<file path="src/verilog/rwq_defines.vh">
// Purpose: shared constants for the register write queue
// Assumes: word-addressed module register space, byte memory addresses
// Notes:   offsets are module register word offsets in bytes
`ifndef RWQ_DEFINES_VH
`define RWQ_DEFINES_VH

// ****************************************
// queue register offsets
// ****************************************
`define RWQ_OFS_FETCH_PTR      8'h00
`define RWQ_OFS_RUN_CFG        8'h04
`define RWQ_OFS_PAUSE_EN       8'h08
`define RWQ_OFS_IRQ_MASK       8'h0C
`define RWQ_OFS_FLAG_SRT       8'h10
`define RWQ_OFS_CUR_IDX        8'h14
`define RWQ_OFS_END_IDX        8'h18
`define RWQ_OFS_TXN_CMD        8'h1C

// ****************************************
// fields and reset values
// ****************************************
`define RWQ_SRT_SET_LSB        0
`define RWQ_SRT_CLR_LSB        8
`define RWQ_SRT_TGL_LSB        16
`define RWQ_RUN_EN_BIT         0
`define RWQ_ENTRY_BYTES        32'h0000_0008
`define RWQ_WORD_BYTES         32'h0000_0004
`define RWQ_RST_PTR            32'h0000_0000
`define RWQ_RST_FLAGS          8'h00
`define RWQ_RST_EN             16'h0000
`define RWQ_IDX_BIT            15

`endif

</file>
<file path="src/verilog/register_write_queue.v">
// Purpose: register write queue of a serial master io module
// Assumes: memory read port answers with rd_valid_i, one word per request
// Notes:   queue-owned registers are applied locally, others go out
`timescale 1ns/1ns
`default_nettype none
`include "rwq_defines.vh"
module register_write_queue #(
    parameter AW    = 32,
    parameter DW    = 32,
    parameter IDXW  = 8,
    parameter NSRC  = 16
) (
    input  wire            clk_i,          // clock, 50 MHz
    input  wire            rst_n_i,        // async reset, active low
    // processor register writes to queue registers
    input  wire            cpu_wr_i,       // processor write strobe
    input  wire [7:0]      cpu_addr_i,     // processor register offset
    input  wire [DW-1:0]   cpu_wdata_i,    // processor write data
    // memory fetch port
    output wire            rd_req_o,       // fetch request
    output reg  [AW-1:0]   rd_addr_o,      // fetch address
    input  wire            rd_valid_i,     // fetch data valid
    input  wire [DW-1:0]   rd_data_i,      // fetch data
    // register writes forwarded to the module
    output reg             reg_wr_o,       // write pulse
    output reg  [7:0]      reg_addr_o,     // write offset
    output reg  [DW-1:0]   reg_wdata_o,    // write data
    // transaction engine
    output reg             txn_start_o,    // command launch pulse
    input  wire            txn_busy_i,     // transaction in progress
    // external pause inputs
    input  wire [6:0]      ext_pause_i,    // gpio and other masters
    input  wire [1:0]      spi_buf_i,      // spi master buffer signals
    // status
    output wire            running_o,      // queue enabled
    output wire            paused_o,       // queue held by pause
    output wire            queue_pause_irq_o, // masked pause event
    output wire [7:0]      soft_flags_o,   // soft flag values
    output reg  [AW-1:0]   queue_fetch_pointer_o // fetch pointer
);
    // ****************************************
    // states
    // ****************************************
    localparam [4:0] S_IDLE = 5'h01;
    localparam [4:0] S_ADDR = 5'h02;
    localparam [4:0] S_DATA = 5'h04;
    localparam [4:0] S_APPLY = 5'h08;
    localparam [4:0] S_WAIT = 5'h10;

    reg [4:0]       state_r;
    reg [4:0]       state_nxt;
    reg             first_r;
    reg             wait_seen_r;
    reg [7:0]       ent_addr_r;
    reg [DW-1:0]    ent_data_r;
    reg             queue_run_enable_r;
    reg [NSRC-1:0]  pause_source_enables_r;
    reg [NSRC-1:0]  pause_irq_mask_r;
    reg [IDXW-1:0]  current_index_r;
    reg [IDXW-1:0]  end_index_r;

    // ****************************************
    // write source select
    // ****************************************
    wire            q_wr = (state_r == S_APPLY);
    wire            any_wr = cpu_wr_i | q_wr;
    wire [7:0]      w_addr = q_wr ? ent_addr_r : cpu_addr_i;
    wire [DW-1:0]   w_data = q_wr ? ent_data_r : cpu_wdata_i;
    wire            local_hit = (w_addr == `RWQ_OFS_FETCH_PTR) | (w_addr == `RWQ_OFS_RUN_CFG) |
                                (w_addr == `RWQ_OFS_PAUSE_EN) | (w_addr == `RWQ_OFS_IRQ_MASK) |
                                (w_addr == `RWQ_OFS_FLAG_SRT) | (w_addr == `RWQ_OFS_CUR_IDX) |
                                (w_addr == `RWQ_OFS_END_IDX);
    wire            ptr_wr = any_wr & (w_addr == `RWQ_OFS_FETCH_PTR);
    wire            srt_wr = any_wr & (w_addr == `RWQ_OFS_FLAG_SRT);
    wire            q_cmd = q_wr & (ent_addr_r == `RWQ_OFS_TXN_CMD);

    // ****************************************
    // soft flags and pause sources
    // ****************************************
    wire [NSRC-1:0] src;
    wire            pause_any;
    genvar g;
    generate
        for (g = 0; g < 8; g = g + 1) begin : g_flag
            rwq_flag_bit u_flag (
                .clk_i   (clk_i),
                .rst_n_i (rst_n_i),
                .wr_i    (any_wr & (w_addr == `RWQ_OFS_FLAG_SRT) & 1'b0),
                .wdata_i (1'b0),
                .set_i   (srt_wr & w_data[`RWQ_SRT_SET_LSB+g]),
                .clr_i   (srt_wr & w_data[`RWQ_SRT_CLR_LSB+g]),
                .tgl_i   (srt_wr & w_data[`RWQ_SRT_TGL_LSB+g]),
                .flag_o  (soft_flags_o[g])
            );
        end
    endgenerate

    assign src[7:0]  = soft_flags_o;
    assign src[8]    = soft_flags_o[0] & spi_buf_i[0];
    assign src[9]    = soft_flags_o[1] & ~spi_buf_i[0];
    assign src[10]   = soft_flags_o[2] & spi_buf_i[1];
    assign src[11]   = soft_flags_o[3] & ~spi_buf_i[1];
    assign src[14:12] = soft_flags_o[6:4] & ext_pause_i[6:4];
    assign src[15]   = (current_index_r == end_index_r);

    rwq_pause_gate #(
        .NSRC (NSRC)
    ) u_gate (
        .src_i   (src),
        .en_i    (pause_source_enables_r),
        .mask_i  (pause_irq_mask_r),
        .pause_o (pause_any),
        .irq_o   (queue_pause_irq_o)
    );

    // external lanes 3:0 are unused; sources 11:8 use the spi pair above instead
    wire unused_ext = |ext_pause_i[3:0];

    // ****************************************
    // control registers
    // ****************************************
    always @(posedge clk_i or negedge rst_n_i) begin
        if (!rst_n_i) begin
            queue_run_enable_r     <= 1'b0;
            pause_source_enables_r <= `RWQ_RST_EN;
            pause_irq_mask_r       <= `RWQ_RST_EN;
            current_index_r        <= {IDXW{1'b0}};
            end_index_r            <= {IDXW{1'b0}};
        end else if (any_wr) begin
            if (w_addr == `RWQ_OFS_RUN_CFG) begin
                queue_run_enable_r <= w_data[`RWQ_RUN_EN_BIT];
            end
            if (w_addr == `RWQ_OFS_PAUSE_EN) begin
                pause_source_enables_r <= w_data[NSRC-1:0];
            end
            if (w_addr == `RWQ_OFS_IRQ_MASK) begin
                pause_irq_mask_r <= w_data[NSRC-1:0];
            end
            if (w_addr == `RWQ_OFS_CUR_IDX) begin
                current_index_r <= w_data[IDXW-1:0];
            end
            if (w_addr == `RWQ_OFS_END_IDX) begin
                end_index_r <= w_data[IDXW-1:0];
            end
        end
    end

    // ****************************************
    // fetch sequencer
    // ****************************************
    wire can_fetch = queue_run_enable_r & (first_r | ~pause_any);

    always @* begin
        state_nxt = state_r;
        case (state_r)
            S_IDLE: begin
                if (can_fetch) begin
                    state_nxt = S_ADDR;
                end
            end
            S_ADDR: begin
                if (rd_valid_i) begin
                    state_nxt = S_DATA;
                end
            end
            S_DATA: begin
                if (rd_valid_i) begin
                    state_nxt = S_APPLY;
                end
            end
            S_APPLY: begin
                state_nxt = q_cmd ? S_WAIT : S_IDLE;
            end
            S_WAIT: begin
                if (wait_seen_r & ~txn_busy_i) begin
                    state_nxt = S_IDLE;
                end
            end
            default: begin
                state_nxt = S_IDLE;
            end
        endcase
    end

    assign rd_req_o  = (state_r == S_ADDR) | (state_r == S_DATA);
    assign running_o = queue_run_enable_r;
    assign paused_o  = queue_run_enable_r & (state_r == S_IDLE) & ~first_r & pause_any;

    always @(posedge clk_i or negedge rst_n_i) begin
        if (!rst_n_i) begin
            state_r               <= S_IDLE;
            first_r               <= 1'b1;
            wait_seen_r           <= 1'b0;
            ent_addr_r            <= 8'h00;
            ent_data_r            <= {DW{1'b0}};
            rd_addr_o             <= `RWQ_RST_PTR;
            queue_fetch_pointer_o <= `RWQ_RST_PTR;
            reg_wr_o              <= 1'b0;
            reg_addr_o            <= 8'h00;
            reg_wdata_o           <= {DW{1'b0}};
            txn_start_o           <= 1'b0;
        end else begin
            state_r     <= state_nxt;
            reg_wr_o    <= 1'b0;
            txn_start_o <= 1'b0;
            if (!queue_run_enable_r) begin
                first_r <= 1'b1;
            end else if (state_r == S_APPLY) begin
                first_r <= 1'b0;
            end
            if (state_r == S_IDLE && can_fetch) begin
                rd_addr_o <= queue_fetch_pointer_o;
            end
            if (state_r == S_ADDR && rd_valid_i) begin
                ent_addr_r <= {rd_data_i[7:2], 2'b00};
                rd_addr_o  <= rd_addr_o + `RWQ_WORD_BYTES;
            end
            if (state_r == S_DATA && rd_valid_i) begin
                ent_data_r <= rd_data_i;
            end
            if (ptr_wr) begin
                queue_fetch_pointer_o <= w_data[AW-1:0];
            end else if (state_r == S_DATA && rd_valid_i) begin
                queue_fetch_pointer_o <= queue_fetch_pointer_o + `RWQ_ENTRY_BYTES;
            end
            if (q_wr && !local_hit) begin
                reg_wr_o    <= 1'b1;
                reg_addr_o  <= ent_addr_r;
                reg_wdata_o <= ent_data_r;
                txn_start_o <= q_cmd;
            end
            if (state_r == S_APPLY) begin
                wait_seen_r <= 1'b0;
            end else if (state_r == S_WAIT && txn_busy_i) begin
                wait_seen_r <= 1'b1;
            end
        end
    end

endmodule
`default_nettype wire

</file>
<file path="src/verilog/rwq_flag_bit.v">
// Purpose: one software flag with set, clear, toggle and direct write
// Assumes: set, clear and toggle are one-cycle pulses
// Notes:   set beats clear, clear beats toggle
`timescale 1ns/1ns
`default_nettype none
module rwq_flag_bit (
    input  wire clk_i,     // clock
    input  wire rst_n_i,   // async reset, active low
    input  wire wr_i,      // direct write strobe
    input  wire wdata_i,   // direct write value
    input  wire set_i,     // set strobe
    input  wire clr_i,     // clear strobe
    input  wire tgl_i,     // toggle strobe
    output reg  flag_o     // flag value
);
    always @(posedge clk_i or negedge rst_n_i) begin
        if (!rst_n_i) begin
            flag_o <= 1'b0;
        end else if (set_i) begin
            flag_o <= 1'b1;
        end else if (clr_i) begin
            flag_o <= 1'b0;
        end else if (tgl_i) begin
            flag_o <= ~flag_o;
        end else if (wr_i) begin
            flag_o <= wdata_i;
        end
    end
endmodule
`default_nettype wire

</file>
<file path="src/verilog/rwq_pause_gate.v">
// Purpose: pause source combine and enable gate
// Assumes: external inputs synchronous to the clock
// Notes:   pure combinational
`timescale 1ns/1ns
`default_nettype none
module rwq_pause_gate #(
    parameter NSRC = 16
) (
    input  wire [NSRC-1:0] src_i,    // raw pause sources
    input  wire [NSRC-1:0] en_i,     // pause enables
    input  wire [NSRC-1:0] mask_i,   // interrupt mask
    output wire            pause_o,  // any enabled source active
    output wire            irq_o     // any masked source active
);
    assign pause_o = |(src_i & en_i);
    assign irq_o   = |(src_i & mask_i);
endmodule
`default_nettype wire

</file>
<file path="config.mk">
export PLATFORM = sky130hd
export DESIGN_NAME = register_write_queue
export DESIGN_NICKNAME = d
export VERILOG_FILES = /design/src/verilog/register_write_queue.v /design/src/verilog/rwq_flag_bit.v /design/src/verilog/rwq_pause_gate.v
export VERILOG_INCLUDE_DIRS = /design/src /design/src/verilog
export SDC_FILE = /design/constraint.sdc
export NUM_CORES = 1
export LEC_CHECK = 0
export ABC_AREA = 1
export BUFFER_PORTS_ARGS = -buffer_cell sky130_fd_sc_hd__buf_2
export CAP_MARGIN = 20
export CORE_MARGIN = 2
export CORE_UTILIZATION = 50
export DETAILED_ROUTE_END_ITERATION = 8
export PLACE_DENSITY = 0.73
export RECOVER_POWER = 25
export SLEW_MARGIN = 20
export SYNTH_ARGS = -nofsm -noshare
export SYNTH_HDL_FRONTEND = slang
export SYNTH_SLANG_ARGS = --single-unit
export TNS_END_PERCENT = 10
</file>
<file path="constraint.sdc">
create_clock -name clk_i -period 2.3 [get_ports clk_i]
set_input_delay 0.46 -clock clk_i [delete_from_list [all_inputs] [get_ports clk_i]]
set_output_delay 0.46 -clock clk_i [all_outputs]
set_load 0.03 [all_outputs]
</file>
Word level (Yosys, flattened, before mapping)
Index checks and enable logic that the tools add are counted.

word-level totals
  logic and storage cells = 173
  output and inout bits = 118
  bits in registers = 206

operators by class
  reductions and logical operators = 26
  bitwise logic cells = 61
  muxes and demuxes = 42
  add/subtract/negate cells = 2
  equality and inequality tests = 18

operators with widths
  kind                   number
  $mux 32                5
  $and 1x1->1            36
  $add 32x3->32 const B  1
  $add 32x4->32 const B  1
  $and 16x16->16         2
  $reduce_or 16->1       2
  $mux 1                 30
  $mux 5                 5
  $pmux 5 s5             1
  $eq 8x5->1 const B     3
  $reduce_bool 3->1      8
  $eq 8x4->1 const B     2
  $not 1->1              13
  $reduce_and 2->1       5
  $or 1x1->1             9
  $eq 8x3->1 const B     1
  $eq 8x8->1             1
  $logic_not 8->1        1
  $mux 8                 1
  $ne 2x2->1 const B     4
  $eq 6x3->1 const B     1
  $reduce_bool 2->1      3
  $eq 5x1->1 const B     1
  $eq 5x2->1 const B     1
  8 further kinds        12

Depth between registers and ports, before layout
Gate-level depths: netlist (run 1).

  word-level depth = 12
  gate-level depth with buffers = 15
  depth with buffers taken out = 13

By module
From an unflattened synthesis (run 1), not the netlist that was laid out.

second synthesis, totals
  cell total of the unflattened synthesis = 1535
  area total of the unflattened synthesis = 11230.8 sq um

modules (own cells, without submodules)
  module                instances  cells an instance  seq. area each (sq um)  area each (sq um)
  register_write_queue  1          1369               4957.3                  10392.5
  rwq_flag_bit          8          12                 25.0                    71.3
  rwq_pause_gate        1          70                 0.0                     267.8

Worst setup path after synthesis (run 1)
OpenSTA, ideal clock, no wires.

  kind = reg-to-output
  start point = register end_index_r[7]
  end point = output paused_o
  data arrival time = 1.515 ns
  path slack = 0.325 ns
  path buffers = 1
  stages on the path, launching flop included = 9
  data required time = 1.840 ns
  path through = dfrtp_1 > xnor2_1 > nand2_1 > nor2_1 > nand3_1 > nand2_1 > nand2_1 > clkbuf_1 > nor2_1

on the way
  longest elaborated chain between the ends = 4

ends and longest elaborated chain
  item                    line                        text
  from (decl)             register_write_queue.v:60   reg [IDXW-1:0] end_index_r;
  from (signal assigned)  register_write_queue.v:128  end_index_r <= {IDXW{1'b0}};
  from (signal assigned)  register_write_queue.v:143  end_index_r <= w_data[IDXW-1:0];
  $eq 8x8->1              register_write_queue.v:104  assign src[15] = (current_index_r == end_index_r);
  $and 16x16->16          rwq_pause_gate.v:15         assign pause_o = |(src_i & en_i);
  $reduce_or 16->1        rwq_pause_gate.v:15
  $and 1x1->1             register_write_queue.v:187  assign paused_o = queue_run_enable_r & (state_r == S_IDLE) & ~first_r & pause_any;
  to (decl)               register_write_queue.v:36   output wire paused_o,

No other way between the ends.

Worst setup path after layout (run 1)
  start point = register state_r[2]
  end point = output paused_o

on the way
  longest elaborated chain between the ends = 4

ends and longest elaborated chain
  item                      line                        text
  from (decl)               register_write_queue.v:50   reg [4:0] state_r;
  from (signal assigned)    register_write_queue.v:203  state_r <= state_nxt;
  $eq 5x1->1                register_write_queue.v:187
  $and 1x1->1 (3 in a row)  register_write_queue.v:187

No other way between the ends.

==> results of run 1 <==
[stage by stage]
stage | area [sq um] | setup slack (ns) | cells
after floorplan | 11100 | 0.325 | 1522
after global placement | 12600 | 0.100 | 1977
after detailed placement | 12600 | 0.0449 | 1977
after CTS | 13600 | -0.0245 | 2029
after global routing | 13700 | -0.148 | 2033
final | 13700 | -0.0392 | 2034
[state kept, by name, summed over array words and instances (netlist names), 8 cells and up]
name,cells
pause_source_enables_r,16
pause_irq_mask_r,16
g_flag.u_flag.flag_o,8
current_index_r,8
reg_wdata_o,32
ent_data_r,32
queue_fetch_pointer_o,32
rd_addr_o,32
end_index_r,8
[cells in the final DEF (no fill, tap or decap), drive strengths merged, types with 2 or more instances in the layout]
master  synthesis  final
o21ai          99     99
bufinv          0      7
xnor2          18     18
dfrtp         204    204
conb            1      2
dfstp           2      2
nand4          49     49
nand2         651    651
nor3           13     13
buf            48    258
nand3b          8      8
or2             8      8
clkinv          1      5
inv            97     96
nand3         135    135
mux2i          10     10
clkbuf         26     36
ha              2      2
a21oi           3      3
xor2           23     23
nor2          116    116
[cell usage after synthesis]
cell type / count / area (sq um)
a21oi_1: 3 / 15.0
a221oi_1: 1 / 8.76
a22o_1: 1 / 8.76
and2_1: 1 / 6.26
and3_1: 1 / 6.26
buf_1: 4 / 15.0
buf_2: 29 / 145
buf_4: 11 / 82.6
buf_6: 4 / 45.0
clkbuf_1: 26 / 97.6
clkinv_1: 1 / 3.75
conb_1: 1 / 3.75
dfrtp_1: 204 / 5100
dfstp_2: 2 / 52.6
ha_1: 2 / 25.0
inv_1: 95 / 357
inv_2: 2 / 7.51
mux2i_1: 10 / 100
nand2_1: 647 / 2430
nand2_2: 1 / 6.26
nand2_4: 3 / 33.8
nand3_1: 130 / 651
nand3_2: 2 / 20.0
nand3_4: 3 / 52.6
nand3b_1: 8 / 60.1
nand4_1: 49 / 307
nor2_1: 111 / 417
nor2_2: 2 / 12.5
nor2_4: 2 / 22.5
nor2_8: 1 / 20.0
nor2b_1: 1 / 6.26
nor3_1: 12 / 60.1
nor3_2: 1 / 10.0
nor4_1: 1 / 6.26
o21ai_0: 89 / 445
o21ai_1: 8 / 40.0
o21ai_2: 1 / 8.76
o21ai_4: 1 / 16.3
o31ai_1: 1 / 7.51
or2_0: 4 / 25.0
or2_2: 4 / 25.0
xnor2_1: 18 / 158
xor2_1: 23 / 201
[timing repair]
action,in CTS,in global routing
gates resized for setup,20,14
hold buffers,1,0
gates cloned,0,0
pin swaps,6,6
endpoints found under the hold margin,53,0
setup buffers,7,4
endpoints found under the setup margin,3,46
[critical path: stages, from the launching register on]
cell	delay, ns
dfrtp_1	0.43
nor2_2	0.17
nand2_1	0.14
nor2_2	0.19
nand2_2	0.12
nor2_4	0.15
buf_6	0.14
[per-layer routing]
metal  routed length, um  part of all wire
met1               14700              0.43
met2               15500              0.46
met3                2710             0.080
met4                 993             0.029
met5                   0                 0
[final cells by class]
class                           instances  area [sq um]  area share
Sequential cell                       206          5160       0.378
Clock buffer                           34           688      0.0504
Tap cell                              280           350      0.0257
Multi-Input combinational cell       1144          5290       0.387
Inverter                               98           368      0.0269
Timing Repair Buffer                  261          1560       0.114
Antenna cell                            1          2.50    0.000183
Clock inverter                         10           236      0.0173
[power by group]
group / switching, W / leakage (nW) / internal, W
Combinational: 0.000961 / 4.30 / 0.000487
Clock: 0.00155 / 0.451 / 0.00287
Sequential: 0.000314 / 2.74 / 0.00389
Total: 0.00283 / 7.50 / 0.00725
[worst min path at each step]
stage                          from            endpoint  depth (start not counted)
global route          rd_data_i[13]      ent_data_r[13]                          3
detailed placement  reg_wdata_o[27]     reg_wdata_o[27]                          2
CTS                   rd_data_i[10]      ent_data_r[10]                          3
finish                rd_data_i[15]      ent_data_r[15]                          3
global placement       rd_addr_o[0]        rd_addr_o[0]                          2
floorplan                   rst_n_i  current_index_r[0]                          0
[cells by family (layout without fill, tap and decap cells)]
kind of cell               Yosys count  in the layout  synth area share
AOI/OAI and AO/OA                  105            105            0.0495
other                                1              3          0.000337
and+or+nand+nor                    984            984             0.375
buffers and inverters              172            403            0.0677
DFF                                206            206             0.464
muxes                               10             10           0.00900
adders and majority gates            2              2           0.00225
xor gates and xnor gates            41             41            0.0323
==> results by group, run 1 <==
STA
  – Total negative slack: -0.0409 ns
  – Clk_skew: 0.0199 ns
  – Worst setup margin: -0.0392 ns
  – Fin Hold WS: 0.126 ns
  – Setup violators final: 2
  – Final min period: 2.34 ns
  – Slew headroom: -0.0687
  – RSZ-0062 raised after global routing: true
  – Final Cycle Share: 1.02
  – FMAX: 0.427 GHz
  – Final Hold Fails: 0
  – Max-slew violation count: 59
  – Least-Margin Pin Slew: 1.60 ns

Routing
  – Wire per inst: 16.7 um
  – DR pass1 iterations: 7
  – Initial DRC count: 955
  – Routed via count: 10982
  – Detail Route Antenna Nets: 0
  – Final wirelength: 33.9 mm
  – Via/cell ratio: 5.40
  – DRC viols: 0

Yosys
  – Mean Syn Cell Area: 7.31 sq um
  – Yosys reg bits: 206
  – Sequential share of the synthesized area: 0.464
  – Post-synthesis instance area: 11100 sq um
  – Synth unique cells: 43
  – Cells after Synth: 1521
  – Ys Warns: 0

Critical path
  – Worst setup SP type: flop
  – Kind of critical path: reg2out
  – Reg-to-reg slack, setup: 0.09 ns
  – FF-to-FF Start: state_r[2]
  – CP endpoint: paused_o
  – Crit Path Max Fanout: 3
  – Worst Setup End Kind: primary output
  – RR Endpoint: g_flag[5].u_flag.flag_o
  – Worst EP arrival: 1.88 ns
  – Crit path launch: state_r[2]
  – R2R depth: 10
  – WP data required: 1.84 ns

Floorplan
  – Initial Utilization: 0.510
  – Die footprint: 23500 sq um
  – Row cnt: 54
  – Die W: 153 um
  – Die H: 153 um
  – Top-Level Pins: 204
  – Core Region: 21800 sq um

Global route
  – Routing usage on met1: 0.401
  – Met2 usage: 0.442
  – Routing usage on met3: 0.0465
  – Total global-route track usage: 0.281
  – Initial antenna violation count: 1
  – Global-route wire length before repair: 53.4 mm
  – Vias in the first global route: 10255
  – Busiest grt layer: met2
  – Largest net degree at the start of global routing: 60
  – Global route overflow: 0

Pwr
  – Pwr Density: 738 nW/um^2
  – Design Power: 0.0101 W
  – VDD IR max: 0.595 mV
  – Pleak: 7.50 nW

Place
  – HPWL after DPL: 24.4 mm
  – Placer Congestion: 0.901
  – Port bufs: 197

Clocking
  – CTS sink count: 206
  – CTS tree: done
  – Cts bufs inserted: 24
  – Clock latency at the later pin of the worst-skew pair: 0.53 ns
  – Worst-path clk slew: 0.06 ns
  – H-tree levels: 1
  – CTS Buffer Depth: 3
  – Root buf cell: clkbuf_16

Final layout
  – Util after Layout: 0.626
  – Nets: 1823
  – P&R area growth vs syn: 22.8%
  – Filler cells: 1980
  – Share of cells above drive strength 1: 0.198

Run status
  – Failing checks: max-capacitance violations, max-slew violations, negative setup slack
  – Status: finished, violations left

Job
  – Max cap viols: 1

Worst hold path
  – Worst min-delay path class: in2reg
Note: power is estimated with default switching activity, not from simulation.
==> run 2: changes to the inputs <==
--- a/config.mk
+++ b/config.mk
@@ -9,11 +9,14 @@
 export ABC_AREA = 1
 export BUFFER_PORTS_ARGS = -buffer_cell sky130_fd_sc_hd__buf_2
 export CAP_MARGIN = 20
+export CELL_PAD_IN_SITES_DETAIL_PLACEMENT = 0
+export CELL_PAD_IN_SITES_GLOBAL_PLACEMENT = 1
 export CORE_MARGIN = 2
-export CORE_UTILIZATION = 50
+export CORE_UTILIZATION = 41
 export DETAILED_ROUTE_END_ITERATION = 8
-export PLACE_DENSITY = 0.73
+export PLACE_DENSITY = 0.81
 export RECOVER_POWER = 25
+export REMOVE_ABC_BUFFERS = 1
 export SLEW_MARGIN = 20
 export SYNTH_ARGS = -nofsm -noshare
 export SYNTH_HDL_FRONTEND = slang
==> results by group, run 2 (synthesized netlist as in run 1, its figures left out) <==
Run status
  – Failing checks: max-capacitance violations, max-slew violations, negative setup slack
  – Status: finished, violations left

Clocking
  – CTS tree: done
  – Clock latency at the later pin of the worst-skew pair: 0.53 ns (about the same)
  – Worst-path clk slew: 0.06 ns (about the same)
  – CTS sink count: 206 (unchanged)
  – Root buf cell: clkbuf_16
  – H-tree levels: 1 (unchanged)
  – Cts bufs inserted: 25 (+4.2%)
  – CTS Buffer Depth: 3 (unchanged)

Worst hold path
  – Worst min-delay path class: in2reg
  – Hold Crit Depth: 3 (unchanged)

Critical path
  – Crit Path Max Fanout: 3 (unchanged)
  – Worst setup SP type: flop
  – Kind of critical path: reg2out
  – Worst EP arrival: 1.93 ns (+0.05 ns)
  – WP data required: 1.84 ns (about the same)
  – Worst Setup End Kind: primary output
  – R2R depth: 11 (+1)

Routing
  – Final wirelength: 35.1 mm (+3.6%)
  – DR pass1 iterations: 8 (+1)
  – Routed via count: 10593 (-3.5%)
  – Wire per inst: 16.8 um (+0.54%)
  – Detail Route Antenna Nets: 0 (unchanged)
  – Via/cell ratio: 5.05 (-6.4%)
  – DRC viols: 0 (unchanged)
  – Initial DRC count: 792 (-17%)

STA
  – Fin Hold WS: 0.121 ns (-0.00538 ns)
  – FMAX: 0.418 GHz (-2.1%)
  – Total negative slack: -0.169 ns (-0.128 ns)
  – Final min period: 2.39 ns (+0.0506 ns)
  – Worst setup margin: -0.0898 ns (-0.0506 ns)
  – Clk_skew: 0.0146 ns (-0.00526 ns)
  – Max-slew violation count: 59 (unchanged)
  – RSZ-0062 raised after global routing: true
  – Setup violators final: 2 (unchanged)
  – Final Hold Fails: 0 (unchanged)
  – Slew headroom: -0.120 (-0.0516)
  – Least-Margin Pin Slew: 1.68 ns (+0.0774 ns)
  – Final Cycle Share: 1.04 (+0.0220)

Final layout
  – Filler cells: 2696 (+36%)
  – Share of cells above drive strength 1: 0.197 (-0.000683)
  – Nets: 1824 (+0.055%)
  – Commonest non-fill, non-tap cells in the layout: 643 x nand2_1, 200 x dfrtp_1, 193 x buf_2
  – Non-filler cells, final: 2096 (+3.0%)
  – P&R area growth vs syn: 22.7% (about the same)
  – Most common cell after layout, fill and taps aside: nand2_1

Floorplan
  – Top-Level Pins: 204 (unchanged)
  – Die W: 169 um (+10%)
  – Die footprint: 28500 sq um (+21%)
  – Die H: 169 um (+10%)
  – Initial Utilization: 0.415 (-0.0947)
  – Core Region: 26800 sq um (+23%)
  – Row cnt: 60 (+11%)

Global route
  – Initial antenna violation count: 1 (unchanged)
  – Global-route wire length before repair: 55.8 mm (+4.6%)
  – Largest net degree at the start of global routing: 61 (+1.7%)
  – Total global-route track usage: 0.247 (-0.0344)
  – Global route overflow: 0 (unchanged)
  – Vias in the first global route: 10214 (-0.40%)

Job
  – Max cap viols: 1 (unchanged)

Pwr
  – VDD IR max: 0.535 mV (-10%)
  – Sequential power share: 0.435 (+0.018)
  – Clock power frac: 0.414 (-0.025)
  – Design Power: 0.00963 W (-4.4%)
  – Internal Pwr Total: 0.00674 W (-7.0%)
  – Net Sw Frac: 0.300 (+0.0191)
  – Comb pwr share: 0.151 (+0.007)
  – Pleak: 7.46 nW (-0.51%)
  – Switch Pwr: 0.00289 W (+2.1%)
  – Pwr Density: 705 nW/um^2 (-4.4%)

Place
  – Placer Congestion: 0.887 (-1.5%)
  – # placed instances: 2043 (+3.3%)
  – Port bufs: 197 (unchanged)
  – HPWL after DPL: 25.4 mm (+4.3%)
[run 2: cell types whose count changed in the layout (fill, tap and decap cells not counted), moves of 3 or more]
cell | before | now
clkinv_2 | 2 | 5
clkinvlp_4 | 0 | 4
bufinv_16 | 7 | 2
buf_12 | 5 | 8
nor2_1 | 104 | 107
clkbuf_1 | 5 | 2
[run 2: area by class of cell]
class	count	area [sq um]	area share
Multi-Input combinational cell	1144	5270	0.386
Sequential cell	206	5160	0.378
Timing Repair Buffer	261	1590	0.117
Clock buffer	31	688	0.0504
Tap cell	341	427	0.0313
Inverter	98	368	0.0270
Clock inverter	14	144	0.0105
Antenna cell	1	2.50	0.000183
[run 2: timing repair]
item / CTS / global route
endpoints found under the setup margin: 3 / 37
setup buffers: 0 / 6
endpoints found under the hold margin: 55 / 0
hold buffers: 1 / 0
pin swaps: 1 / 9
gates resized for setup: 12 / 11
[run 2: path summary, 6_finish.rpt]
| check | start | endpoint | slack, ns |
|---|---|---|---|
| setup / recovery | end_index_r[2] | paused_o | -0.09 |
| hold / removal | rd_data_i[0] | ent_data_r[0] | 0.12 |
| setup reg to reg | end_index_r[2] | rd_addr_o[2] | 0.10 |
| hold reg to reg | reg_wdata_o[29] | reg_wdata_o[29] | 0.47 |
| max in group asynchronous | rst_n_i | ent_data_r[14] | 0.26 |
| min in group asynchronous | rst_n_i | rd_addr_o[0] | 0.91 |
[run 2: per-layer routing]
layer  up-vias  share of wire  track usage
li1       5268              -            -
met1      4975           0.46        0.349
met2       314           0.47        0.411
met3        36          0.055       0.0276
met4         0          0.015       0.0513
met5         -              0            0
[run 2: worst max-delay path: stages (launching register included)]
cell	delay, ns
dfrtp_1	0.40
xnor2_2	0.20
nand2_1	0.09
nor2_2	0.17
nand3_2	0.10
nand2_1	0.09
nand2_2	0.08
nor2_2	0.13
buf_6	0.14
[run 2: power groups by stage]
stage / Combinational, W / Sequential [W] / Clock (W)
3_5_place_dp: 0.00143 / 0.00424 / 0
2_1_floorplan: 0.000580 / 0.00443 / 0
6_report: 0.00146 / 0.00419 / 0.00398
5_1_grt: 0.00160 / 0.00423 / 0.00418
3_3_place_gp: 0.00141 / 0.00423 / 0
4_1_cts: 0.00146 / 0.00418 / 0.00406
[run 2: stage by stage]
step	cell area [sq um]	worst slack, ns	utilization
final	13600	-0.0898	0.509
after global placement	12700	0.103	0.475
after global routing	13600	-0.129	0.509
after floorplan	10700	-0.781	-
after CTS	13600	-0.0679	0.507
after detailed placement	12700	0.0759	0.475
